[src/rtl/ecir_consts.vh]
// constants for the card information register bank
// assumes inclusion by bare name from the design files under rtl/
`ifndef ECIR_CONSTS_VH
`define ECIR_CONSTS_VH

// ==========================================================
// clock and timing
`define ECIR_CLK_MHZ            40
`define ECIR_PWRUP_TIME_US      1000
`define ECIR_PWRUP_CYCLES       20'h09C40
`define ECIR_NCR_CYCLES         2'h2

// ==========================================================
// command frame layout
`define ECIR_CMD_FRAME_BITS     6'h30
`define ECIR_CMD_LAST_BIT       6'h2F
`define ECIR_CMD_DIR_POS        46
`define ECIR_CMD_IDX_HI         45
`define ECIR_CMD_IDX_LO         40
`define ECIR_CMD_SEND_OP_COND   6'h01
`define ECIR_CMD_ALL_SEND_ID    6'h02
`define ECIR_CMD_SEND_SPECIFIC  6'h09

// ==========================================================
// response frame layout
`define ECIR_RESP_W             136
`define ECIR_RESP_SHORT_LEN     8'h30
`define ECIR_RESP_LONG_LEN      8'h88
`define ECIR_RESP_HDR_SHORT     8'h3F
`define ECIR_RESP_HDR_LONG      8'h3F
`define ECIR_RESP_SHORT_CRC     7'h7F
`define ECIR_RESP_PAD           88'h0

// ==========================================================
// operating conditions word
`define ECIR_OCR_ACCESS_MODE    2'h2
`define ECIR_OCR_RSVD_HI        5'h00
`define ECIR_OCR_WIN_HIGH       9'h1FF
`define ECIR_OCR_WIN_MID        7'h00
`define ECIR_OCR_WIN_LOW        1'b1
`define ECIR_OCR_RSVD_LO        7'h00

// ==========================================================
// identification word
`define ECIR_CID_RSVD           6'h00
`define ECIR_CID_CRC_HI         127
`define ECIR_CID_CRC_LO         8
`define ECIR_CID_CRC_W          120
`define ECIR_FIXED_ONE          1'b1

// ==========================================================
// card specific data word
`define ECIR_STRUCTURE_VERSION      2'h3
`define ECIR_CSD_SPEC_VERSION      4'h4
`define ECIR_CSD_RSVD_121       2'h0
`define ECIR_CSD_ASYNC_TIME     8'h4F
`define ECIR_CSD_CLOCKED_TIME   8'h01
`define ECIR_CSD_BUS_SPEED      8'h32
`define ECIR_CSD_CMD_CLASSES    12'h0F5
`define ECIR_CSD_RD_BLK_LEN     4'h9
`define ECIR_CSD_RD_PARTIAL     1'b0
`define ECIR_CSD_WR_MISALIGN    1'b0
`define ECIR_CSD_RD_MISALIGN    1'b0
`define ECIR_CSD_DSR_IMP        1'b0
`define ECIR_CSD_RSVD_75        2'h0
`define ECIR_CSD_SIZE           12'hFFF
`define ECIR_CSD_CURRENT        3'h7
`define ECIR_CSD_CAP_MULT       3'h7
`define ECIR_CSD_ERASE_SIZE     5'h1F
`define ECIR_CSD_ERASE_MULT     5'h1F
`define ECIR_CSD_PROT_SIZE      5'h0F
`define ECIR_CSD_PROT_ENABLE    1'b1
`define ECIR_CSD_DEFAULT_ECC    2'h0
`define ECIR_CSD_R2W_FACTOR     3'h2
`define ECIR_CSD_WR_BLK_LEN     4'h9
`define ECIR_CSD_WR_PARTIAL     1'b0
`define ECIR_CSD_RSVD_20        4'h0
`define ECIR_CSD_FLAGS_16       9'h000
`define ECIR_CSD_CRC            7'h30

`endif

[src/rtl/ecir_crc7.v]
// registered CRC7 (x^7 + x^3 + 1) over a parallel word, msb first
// assumes the data input is static or changes slowly against the clock
module ecir_crc7 #(
    parameter DATA_W = 120
) (
    input  wire              ref_clk_i,
    input  wire              rst_i,
    input  wire [DATA_W-1:0] data_i,
    output reg  [6:0]        crc_o
);

    reg [6:0] crc_d;
    reg       fb;
    integer   i;

    // ======================================================
    // bit-serial division unrolled by the loop
    always @* begin
        crc_d = 7'h00;
        fb    = 1'b0;
        for (i = DATA_W - 1; i >= 0; i = i - 1) begin
            fb    = data_i[i] ^ crc_d[6];
            crc_d = {crc_d[5:3], crc_d[2] ^ fb, crc_d[1:0], fb};
        end
    end

    always @(posedge ref_clk_i or posedge rst_i) begin
        if (rst_i) begin
            crc_o <= 7'h00;
        end else begin
            crc_o <= crc_d;
        end
    end

endmodule

[src/rtl/ecir_shifter.v]
// response shifter: loads a left-aligned frame, sends it msb first
// assumes shift_i pulses once per bus clock falling edge
module ecir_shifter #(
    parameter DATA_W = 136
) (
    input  wire              ref_clk_i,
    input  wire              rst_i,
    input  wire              load_i,
    input  wire [DATA_W-1:0] load_data_i,
    input  wire [7:0]        load_len_i,
    input  wire              shift_i,
    output reg               bit_o,
    output reg               drive_o,
    output wire              busy_o
);

    reg [DATA_W-1:0] data_q;
    reg [7:0]        cnt_q;

    assign busy_o = (cnt_q != 8'h00) | drive_o;

    // ======================================================
    // load and shift
    always @(posedge ref_clk_i or posedge rst_i) begin
        if (rst_i) begin
            data_q  <= {DATA_W{1'b0}};
            cnt_q   <= 8'h00;
            bit_o   <= 1'b1;
            drive_o <= 1'b0;
        end else if (load_i) begin
            data_q  <= load_data_i;
            cnt_q   <= load_len_i;
            drive_o <= 1'b0;
        end else if (shift_i) begin
            if (cnt_q != 8'h00) begin
                bit_o   <= data_q[DATA_W-1];
                data_q  <= {data_q[DATA_W-2:0], 1'b0};
                cnt_q   <= cnt_q - 8'h01;
                drive_o <= 1'b1;
            end else begin
                bit_o   <= 1'b1;
                drive_o <= 1'b0;
            end
        end
    end

endmodule

[src/rtl/ecir_top.v]
// card information register bank with its command line responder
// assumes bus clock and command line arrive as pins, asynchronous to ref_clk_i
`include "ecir_consts.vh"

module ecir_top #(
    parameter [19:0] PWRUP_CYCLES = `ECIR_PWRUP_CYCLES,
    parameter [7:0]  MAKER_CODE   = 8'hA5,          // arbitrary value
    parameter [1:0]  PACKAGE_TYPE = 2'h2,           // arbitrary value
    parameter [7:0]  OEM_CODE     = 8'h3C,          // arbitrary value
    parameter [47:0] PRODUCT_NAME = 48'h4543_4952_3031, // arbitrary value
    parameter [7:0]  PRODUCT_REV  = 8'h11,          // arbitrary value
    parameter [31:0] SERIAL_NUM   = 32'h1234_5678,  // arbitrary value
    parameter [7:0]  MFG_DATE     = 8'h00           // arbitrary value
) (
    input  wire ref_clk_i,
    input  wire rst_i,
    input  wire bus_clk_i,
    input  wire cmd_i,
    output wire cmd_o,
    output wire cmd_oe_o,
    output reg  power_up_done_o
);

    // ======================================================
    // states
    localparam [3:0] ST_IDLE = 4'h1;
    localparam [3:0] ST_RECV = 4'h2;
    localparam [3:0] ST_WAIT = 4'h4;
    localparam [3:0] ST_SEND = 4'h8;

    // ======================================================
    // declarations
    reg  [2:0]   bclk_sync_q;
    reg  [2:0]   cmd_sync_q;
    reg          bclk_q;
    reg          cmd_q;
    wire         bclk_rise;
    wire         bclk_fall;
    reg  [19:0]  pwr_cnt_q;
    reg  [3:0]   state_q;
    reg  [3:0]   state_d;
    reg  [47:0]  rx_q;
    reg  [5:0]   rx_cnt_q;
    wire [47:0]  frame;
    wire [5:0]   cmd_index;
    wire         frame_ok;
    reg  [1:0]   wait_q;
    wire [31:0]  op_cond_word;
    wire [127:0] ident_raw;
    wire [127:0] ident_word;
    wire [127:0] specific_word;
    wire [6:0]   ident_crc;
    reg  [`ECIR_RESP_W-1:0] resp_data;
    reg  [7:0]   resp_len;
    reg          resp_known;
    wire         load;
    wire         shift;
    wire         tx_busy;

    // ======================================================
    // pin synchronisers, three stages, change taken when last two agree
    // reset levels match idle pins, so no false edge follows reset
    always @(posedge ref_clk_i or posedge rst_i) begin
        if (rst_i) begin
            bclk_sync_q <= 3'h0;
            cmd_sync_q  <= 3'h7;
            bclk_q      <= 1'b0;
            cmd_q       <= 1'b1;
        end else begin
            bclk_sync_q <= {bclk_sync_q[1:0], bus_clk_i};
            cmd_sync_q  <= {cmd_sync_q[1:0], cmd_i};
            if (bclk_sync_q[1] == bclk_sync_q[2]) begin
                bclk_q <= bclk_sync_q[2];
            end
            if (cmd_sync_q[1] == cmd_sync_q[2]) begin
                cmd_q <= cmd_sync_q[2];
            end
        end
    end

    assign bclk_rise = (bclk_sync_q[1] == bclk_sync_q[2]) & bclk_sync_q[2] & ~bclk_q;
    assign bclk_fall = (bclk_sync_q[1] == bclk_sync_q[2]) & ~bclk_sync_q[2] & bclk_q;

    // ======================================================
    // power-up routine timer
    // sticky until the next reset; drives the ready bit
    always @(posedge ref_clk_i or posedge rst_i) begin
        if (rst_i) begin
            pwr_cnt_q       <= 20'h00000;
            power_up_done_o <= 1'b0;
        end else if (!power_up_done_o) begin
            pwr_cnt_q <= pwr_cnt_q + 20'h00001;
            // done shows PWRUP_CYCLES clocks after release
            if (pwr_cnt_q >= PWRUP_CYCLES - 20'h00001) begin
                power_up_done_o <= 1'b1;
            end
        end
    end

    // ======================================================
    // register contents
    assign op_cond_word = {power_up_done_o,
                           `ECIR_OCR_ACCESS_MODE,
                           `ECIR_OCR_RSVD_HI,
                           `ECIR_OCR_WIN_HIGH,
                           `ECIR_OCR_WIN_MID,
                           `ECIR_OCR_WIN_LOW,
                           `ECIR_OCR_RSVD_LO};

    assign ident_raw = {MAKER_CODE, `ECIR_CID_RSVD, PACKAGE_TYPE, OEM_CODE,
                        PRODUCT_NAME, PRODUCT_REV, SERIAL_NUM, MFG_DATE,
                        7'h00, `ECIR_FIXED_ONE};

    // constant fields: crc settles one clock after reset
    ecir_crc7 #(
        .DATA_W (`ECIR_CID_CRC_W)
    ) u_ident_crc (
        .ref_clk_i (ref_clk_i),
        .rst_i     (rst_i),
        .data_i    (ident_raw[`ECIR_CID_CRC_HI:`ECIR_CID_CRC_LO]),
        .crc_o     (ident_crc)
    );

    // crc replaces bits 7:1, bit 0 fixed one
    assign ident_word = {ident_raw[127:8], ident_crc, `ECIR_FIXED_ONE};

    // all constant; checksum field is fixed, not computed
    assign specific_word = {`ECIR_STRUCTURE_VERSION,
                            `ECIR_CSD_SPEC_VERSION,
                            `ECIR_CSD_RSVD_121,
                            `ECIR_CSD_ASYNC_TIME,
                            `ECIR_CSD_CLOCKED_TIME,
                            `ECIR_CSD_BUS_SPEED,
                            `ECIR_CSD_CMD_CLASSES,
                            `ECIR_CSD_RD_BLK_LEN,
                            `ECIR_CSD_RD_PARTIAL,
                            `ECIR_CSD_WR_MISALIGN,
                            `ECIR_CSD_RD_MISALIGN,
                            `ECIR_CSD_DSR_IMP,
                            `ECIR_CSD_RSVD_75,
                            `ECIR_CSD_SIZE,
                            `ECIR_CSD_CURRENT,
                            `ECIR_CSD_CURRENT,
                            `ECIR_CSD_CURRENT,
                            `ECIR_CSD_CURRENT,
                            `ECIR_CSD_CAP_MULT,
                            `ECIR_CSD_ERASE_SIZE,
                            `ECIR_CSD_ERASE_MULT,
                            `ECIR_CSD_PROT_SIZE,
                            `ECIR_CSD_PROT_ENABLE,
                            `ECIR_CSD_DEFAULT_ECC,
                            `ECIR_CSD_R2W_FACTOR,
                            `ECIR_CSD_WR_BLK_LEN,
                            `ECIR_CSD_WR_PARTIAL,
                            `ECIR_CSD_RSVD_20,
                            `ECIR_CSD_FLAGS_16,
                            `ECIR_CSD_CRC,
                            `ECIR_FIXED_ONE};

    // ======================================================
    // command frame capture on bus clock rising edges
    // start bit is not shifted in; rx_q[46] stays zero in its place
    // command argument and crc are taken but not checked
    assign frame     = {rx_q[46:0], cmd_q};
    assign cmd_index = frame[`ECIR_CMD_IDX_HI:`ECIR_CMD_IDX_LO];
    assign frame_ok  = frame[`ECIR_CMD_DIR_POS] & frame[0];

    always @(posedge ref_clk_i or posedge rst_i) begin
        if (rst_i) begin
            rx_q     <= 48'h0;
            rx_cnt_q <= 6'h00;
        end else if (bclk_rise) begin
            if (state_q == ST_IDLE && !cmd_q) begin
                rx_q     <= 48'h0;
                rx_cnt_q <= 6'h01;
            end else if (state_q == ST_RECV) begin
                rx_q     <= frame;
                rx_cnt_q <= rx_cnt_q + 6'h01;
            end
        end
    end

    // ======================================================
    // response selection, start and transmission bits, msb first
    always @* begin
        resp_data  = {`ECIR_RESP_W{1'b0}};
        resp_len   = 8'h00;
        resp_known = 1'b0;
        case (cmd_index)
            // short frame: crc field reads all ones, pad never sent
            `ECIR_CMD_SEND_OP_COND: begin
                resp_data  = {`ECIR_RESP_HDR_SHORT, op_cond_word,
                              `ECIR_RESP_SHORT_CRC, 1'b1, `ECIR_RESP_PAD};
                resp_len   = `ECIR_RESP_SHORT_LEN;
                resp_known = 1'b1;
            end
            // long frames: word bit 0 gives way to the end bit
            `ECIR_CMD_ALL_SEND_ID: begin
                resp_data  = {`ECIR_RESP_HDR_LONG, ident_word[127:1], 1'b1};
                resp_len   = `ECIR_RESP_LONG_LEN;
                resp_known = 1'b1;
            end
            `ECIR_CMD_SEND_SPECIFIC: begin
                resp_data  = {`ECIR_RESP_HDR_LONG, specific_word[127:1], 1'b1};
                resp_len   = `ECIR_RESP_LONG_LEN;
                resp_known = 1'b1;
            end
            // other index: no response
            default: begin
                resp_known = 1'b0;
            end
        endcase
    end

    // ======================================================
    // sequencer
    // receiver ignores the line while waiting or sending
    // first response bit leaves on the third falling edge after the end bit
    assign load  = (state_q == ST_RECV) & bclk_rise &
                   (rx_cnt_q == `ECIR_CMD_LAST_BIT) & frame_ok & resp_known;
    assign shift = (state_q == ST_SEND) & bclk_fall;

    always @* begin
        state_d = state_q;
        case (state_q)
            // low line at a rising edge opens a frame
            ST_IDLE: begin
                if (bclk_rise && !cmd_q) begin
                    state_d = ST_RECV;
                end
            end
            // bad direction, end bit or index: back to idle
            ST_RECV: begin
                if (bclk_rise && rx_cnt_q == `ECIR_CMD_LAST_BIT) begin
                    state_d = load ? ST_WAIT : ST_IDLE;
                end
            end
            // two bus clocks of turnaround
            ST_WAIT: begin
                if (bclk_fall && wait_q == `ECIR_NCR_CYCLES - 2'h1) begin
                    state_d = ST_SEND;
                end
            end
            // idle again once the shifter lets go
            ST_SEND: begin
                if (!tx_busy) begin
                    state_d = ST_IDLE;
                end
            end
            default: begin
                state_d = ST_IDLE;
            end
        endcase
    end

    always @(posedge ref_clk_i or posedge rst_i) begin
        if (rst_i) begin
            state_q <= ST_IDLE;
            wait_q  <= 2'h0;
        end else begin
            state_q <= state_d;
            // counts falling edges only while waiting
            if (state_q != ST_WAIT) begin
                wait_q <= 2'h0;
            end else if (bclk_fall) begin
                wait_q <= wait_q + 2'h1;
            end
        end
    end

    // output enable high only while the shifter drives
    ecir_shifter #(
        .DATA_W (`ECIR_RESP_W)
    ) u_shifter (
        .ref_clk_i   (ref_clk_i),
        .rst_i       (rst_i),
        .load_i      (load),
        .load_data_i (resp_data),
        .load_len_i  (resp_len),
        .shift_i     (shift),
        .bit_o       (cmd_o),
        .drive_o     (cmd_oe_o),
        .busy_o      (tx_busy)
    );

endmodule

[config.mk]
export PLATFORM = sky130hd
export DESIGN_NAME = ecir_top
export DESIGN_NICKNAME = d
export VERILOG_FILES = /design/src/rtl/ecir_crc7.v /design/src/rtl/ecir_shifter.v /design/src/rtl/ecir_top.v
export VERILOG_INCLUDE_DIRS = /design/src /design/src/rtl
export SDC_FILE = /design/constraint.sdc
export NUM_CORES = 1
export LEC_CHECK = 0
export BUFFER_PORTS_ARGS = -buffer_cell sky130_fd_sc_hd__buf_2
export CORE_MARGIN = 2
export CORE_UTILIZATION = 40
export CTS_BUF_LIST = sky130_fd_sc_hd__clkbuf_8
export DETAILED_ROUTE_END_ITERATION = 8
export HOLD_SLACK_MARGIN = 0.15
export PLACE_DENSITY = 0.62
export RECOVER_POWER = 50
export SKIP_LAST_GASP = 1
export SYNTH_ARGS = -nofsm -noshare
export SYNTH_HDL_FRONTEND = slang
export SYNTH_SLANG_ARGS = --single-unit
[constraint.sdc]
create_clock -name ref_clk_i -period 6.2 [get_ports ref_clk_i]
set_input_delay 0.31 -clock ref_clk_i [delete_from_list [all_inputs] [get_ports ref_clk_i]]
set_output_delay 0.31 -clock ref_clk_i [all_outputs]
set_load 0.1 [all_outputs]
==> flow_summary.json <==
{
  "cts_tree": "yes",
  "final.setup_skew_ns": 0.0276,
  "irDropWorstVdd_v": 0.000157,
  "netlist_instances": 914,
  "crit_slowest_cell": "nor2_1",
  "failed_checks": "capacitance limit, slew limit",
  "core-area_mm2": 0.0236,
  "antenna_cells": 0,
  "wl_per_cell_um": 15.0,
  "drtAntennaViolNets": 0,
  "boundaryPins": 7,
  "tns_ns": 0,
  "fillers": 2232,
  "path_cells": "ha_1 -> or4b_1 -> nor2_4 -> nand4_1 -> buf_4 -> nor2_1 -> nor2_1",
  "crit_arrival_ns": 4.09,
  "crit_path_start_kind": "flop",
  "initial_core_util_pct": 40.9,
  "h-tree-depth": 2,
  "p_leak_nw": 5.16,
  "clk_latency_ns": 0.52,
  "cp.required_ns": 6.55,
  "gp_congestion": 0.717,
  "finalSetupViolations": 0,
  "gr-total-overflow": 0,
  "drv_slew": 38,
  "cts_num_sinks": 234,
  "root_buffer": "clkbuf_8",
  "worstSetupEndpointType": "flop",
  "yosysWarnings": 0,
  "synthTopCellsByArea": "dfrtp_1 59%, nand2_1 4.6%, o21ai_0 4.5%",
  "synthFlopType": "dfrtp_1",
  "nets": 920,
  "dpl_worst_slack_ns": 2.43,
  "setup_slack_ns": 2.46,
  "async_flop_share_pct": 100,
  "die_w_um": 159,
  "grt_usage_pct": 15.3,
  "dp_hpwl_um": 10300,
  "yosysTopAreaCellShare_pct": 59.1,
  "cts_hold_buf": 3,
  "path_clk_slew_ns": 0.06,
  "drive_above_1_share_pct": 10.1,
  "clockBufferDepth": 3,
  "powerDensity_mw_per_mm2": 280,
  "rows": 56,
  "final_hold_viol_count": 0,
  "synth.distinct_cells": 59,
  "yosysSeqAreaShare_pct": 60.7,
  "dr.pass1.iters": 5,
  "drt_iter0_markers": 468,
  "fin_util_pct": 45.7,
  "rsz0062_at_grt": "false",
  "synth_top_cell_by_area": "dfrtp_1",
  "drc": 0,
  "status": "complete, but fails checks",
  "path_common_cell": "nor2_1",
  "worst_pin_slew_ns": 1.68,
  "grt_pass1_vias": 6489,
  "routed_wl_um": 18900,
  "vias": 6704,
  "crit_path_max_fanout": 53,
  "grt_pass1_wl_um": 33100,
  "critPathKind": "reg -> reg",
  "port_buffers": 6,
  "synth_edf_count": 0,
  "post_cts_resized": 0,
  "die_h_um": 159,
  "period_minus_slack_ns": 3.74,
  "ys_ff_latch": 234,
  "syn2layout_area_growth_pct": 11.8,
  "grt_max_degree": 132,
  "hold_path.class": "reg -> reg",
  "max_freq_mhz": 267,
  "syn-num-nets": 924,
  "max_cap_viol_count": 1,
  "antenna_found_initial": 0,
  "post-route-period-util_pct": 60.3,
  "routed_via_density": 5.33,
  "max_slew_margin_pct": -12.6,
  "cp_slowest_stage_delay_ns": 0.95,
  "syn_area_per_cell_um2": 10.6,
  "dieArea_mm2": 0.0254,
  "cts_setup_buffers": 0,
  "numCtsBuffers": 39,
  "synthesis.area_mm2": 0.00966
}
==> registers in the layout, indices dropped and copies added (netlist names) <==
signal	count
u_shifter.data_q	136
rx_q	46
pwr_cnt_q	20
u_shifter.cnt_q	8
rx_cnt_q	6
state_q	4
bclk_sync_q	3
cmd_sync_q	3
wait_q	2
bclk_q	1
cmd_q	1
power_up_done_o	1
u_ident_crc.crc_o	1
u_shifter.bit_o	1
u_shifter.drive_o	1
==> cells by family after synthesis <==
kind of cell | synth area share [%]
simple gates | 16.2
buf+inv | 3.16
compound gates | 14.2
flops | 60.7
xor+xnor | 2.45
fa+ha+maj | 0.881
other cells | 0.0388
mux | 2.32
==> critical path, delay by kind of cell (launching register included) <==
kind          cells  cell delay, ns
flops             1            0.37
fa+ha+maj         1            0.17
simple gates      5            2.69
buf+inv           1            0.31
==> power breakdown <==
group / switching [mW] / internal [mW] / leakage, nW
sequential: 0.00614 / 1.54 / 3.22
combinational: 0.0408 / 0.0119 / 1.47
clock: 0.616 / 0.810 / 0.469
total: 0.663 / 2.36 / 5.16
==> stage by stage <==
step	cell area [um2]	hold slack [ns]	std cells	total power, mW
after floorplan	9660	0.314	914	1.61
after global placement	9940	0.335	1185	1.63
after detailed placement	9940	0.344	1185	1.63
after CTS	10800	0.356	1258	3.07
after global routing	10800	0.367	1258	3.15
final	10800	0.353	1258	3.02
==> cells in the mapped netlist (2+ instances only) <==
master	n
nor3_1	7
nand4_1	6
buf_2	12
xnor2_1	19
o21ai_0	86
nor4_1	3
a211oi_1	2
nand2_1	119
or4_1	3
and4_1	3
nor2b_1	5
buf_1	4
a21oi_1	38
and3_1	4
nor3b_1	2
nand2b_1	8
nand3_1	80
nor2_1	84
mux2i_1	19
mux2_2	3
clkbuf_1	46
buf_6	2
and2_1	4
or3_1	2
o21a_1	2
nand4b_1	4
o211a_1	2
o31ai_1	2
inv_1	8
or3b_2	2
o32ai_1	15
a22o_1	46
ha_1	6
o211ai_1	2
xor2_1	8
dfrtp_1	228
dfstp_2	6
==> cell type report <==
class | count | area (um2) | area share (%)
repair buffers | 20 | 151 | 1.40
inverters | 8 | 31.3 | 0.290
clock buffers | 50 | 688 | 6.38
multi-input cells | 607 | 3520 | 32.6
clock inverters | 20 | 140 | 1.30
well taps | 319 | 399 | 3.70
flip-flops and latches | 234 | 5860 | 54.3
==> placed cells by master, fill, tap and decap left out, types with 3 or more instances in the layout <==
master         count
nand2_1          119
o32ai_1           15
clkbuf_1           3
xor2_1             8
and3_1             4
xnor2_1           19
dfrtp_1          228
inv_1             15
dlygate4sd3_1      3
mux2i_1           19
nor4_1             3
ha_1               6
nand3_1           80
and4_1             3
nor2_1            83
nor2b_1            5
mux2_2             3
nand4_1            6
nand2b_1           8
o21ai_0           86
a21oi_1           38
buf_4             10
clkinv_2          10
or4_1              3
clkbuf_8          50
nand4b_1           4
dfstp_2            4
buf_2              3
and2_1             4
nor3_1             6
a22o_1            46
==> worst paths after layout <==
path	to	depth (start not counted)	start	slack (ns)
min in group asynchronous	u_shifter.data_q[17]$_DFFE_PP0P_	3	rst_i	0.75
worst min-delay path	bclk_sync_q[1]$_DFF_PP0_	0	bclk_sync_q[0]$_DFF_PP0_	0.35
worst max register to register	u_shifter.data_q[60]$_DFFE_PP0P_	7	bclk_sync_q[1]$_DFF_PP0_	2.46
worst max-delay path	u_shifter.data_q[60]$_DFFE_PP0P_	7	bclk_sync_q[1]$_DFF_PP0_	2.46
worst min register to register	bclk_sync_q[1]$_DFF_PP0_	0	bclk_sync_q[0]$_DFF_PP0_	0.35
max in group asynchronous	pwr_cnt_q[2]$_DFFE_PP0N_	4	rst_i	3.93
==> per-layer routing <==
metal	global-route usage (%)	part of all wire, %
met3	3.07	4.3
met4	4.34	1.8
met5	0	0
met2	23.1	45
met1	22.4	49
Power figures use the tool's default switching activity.
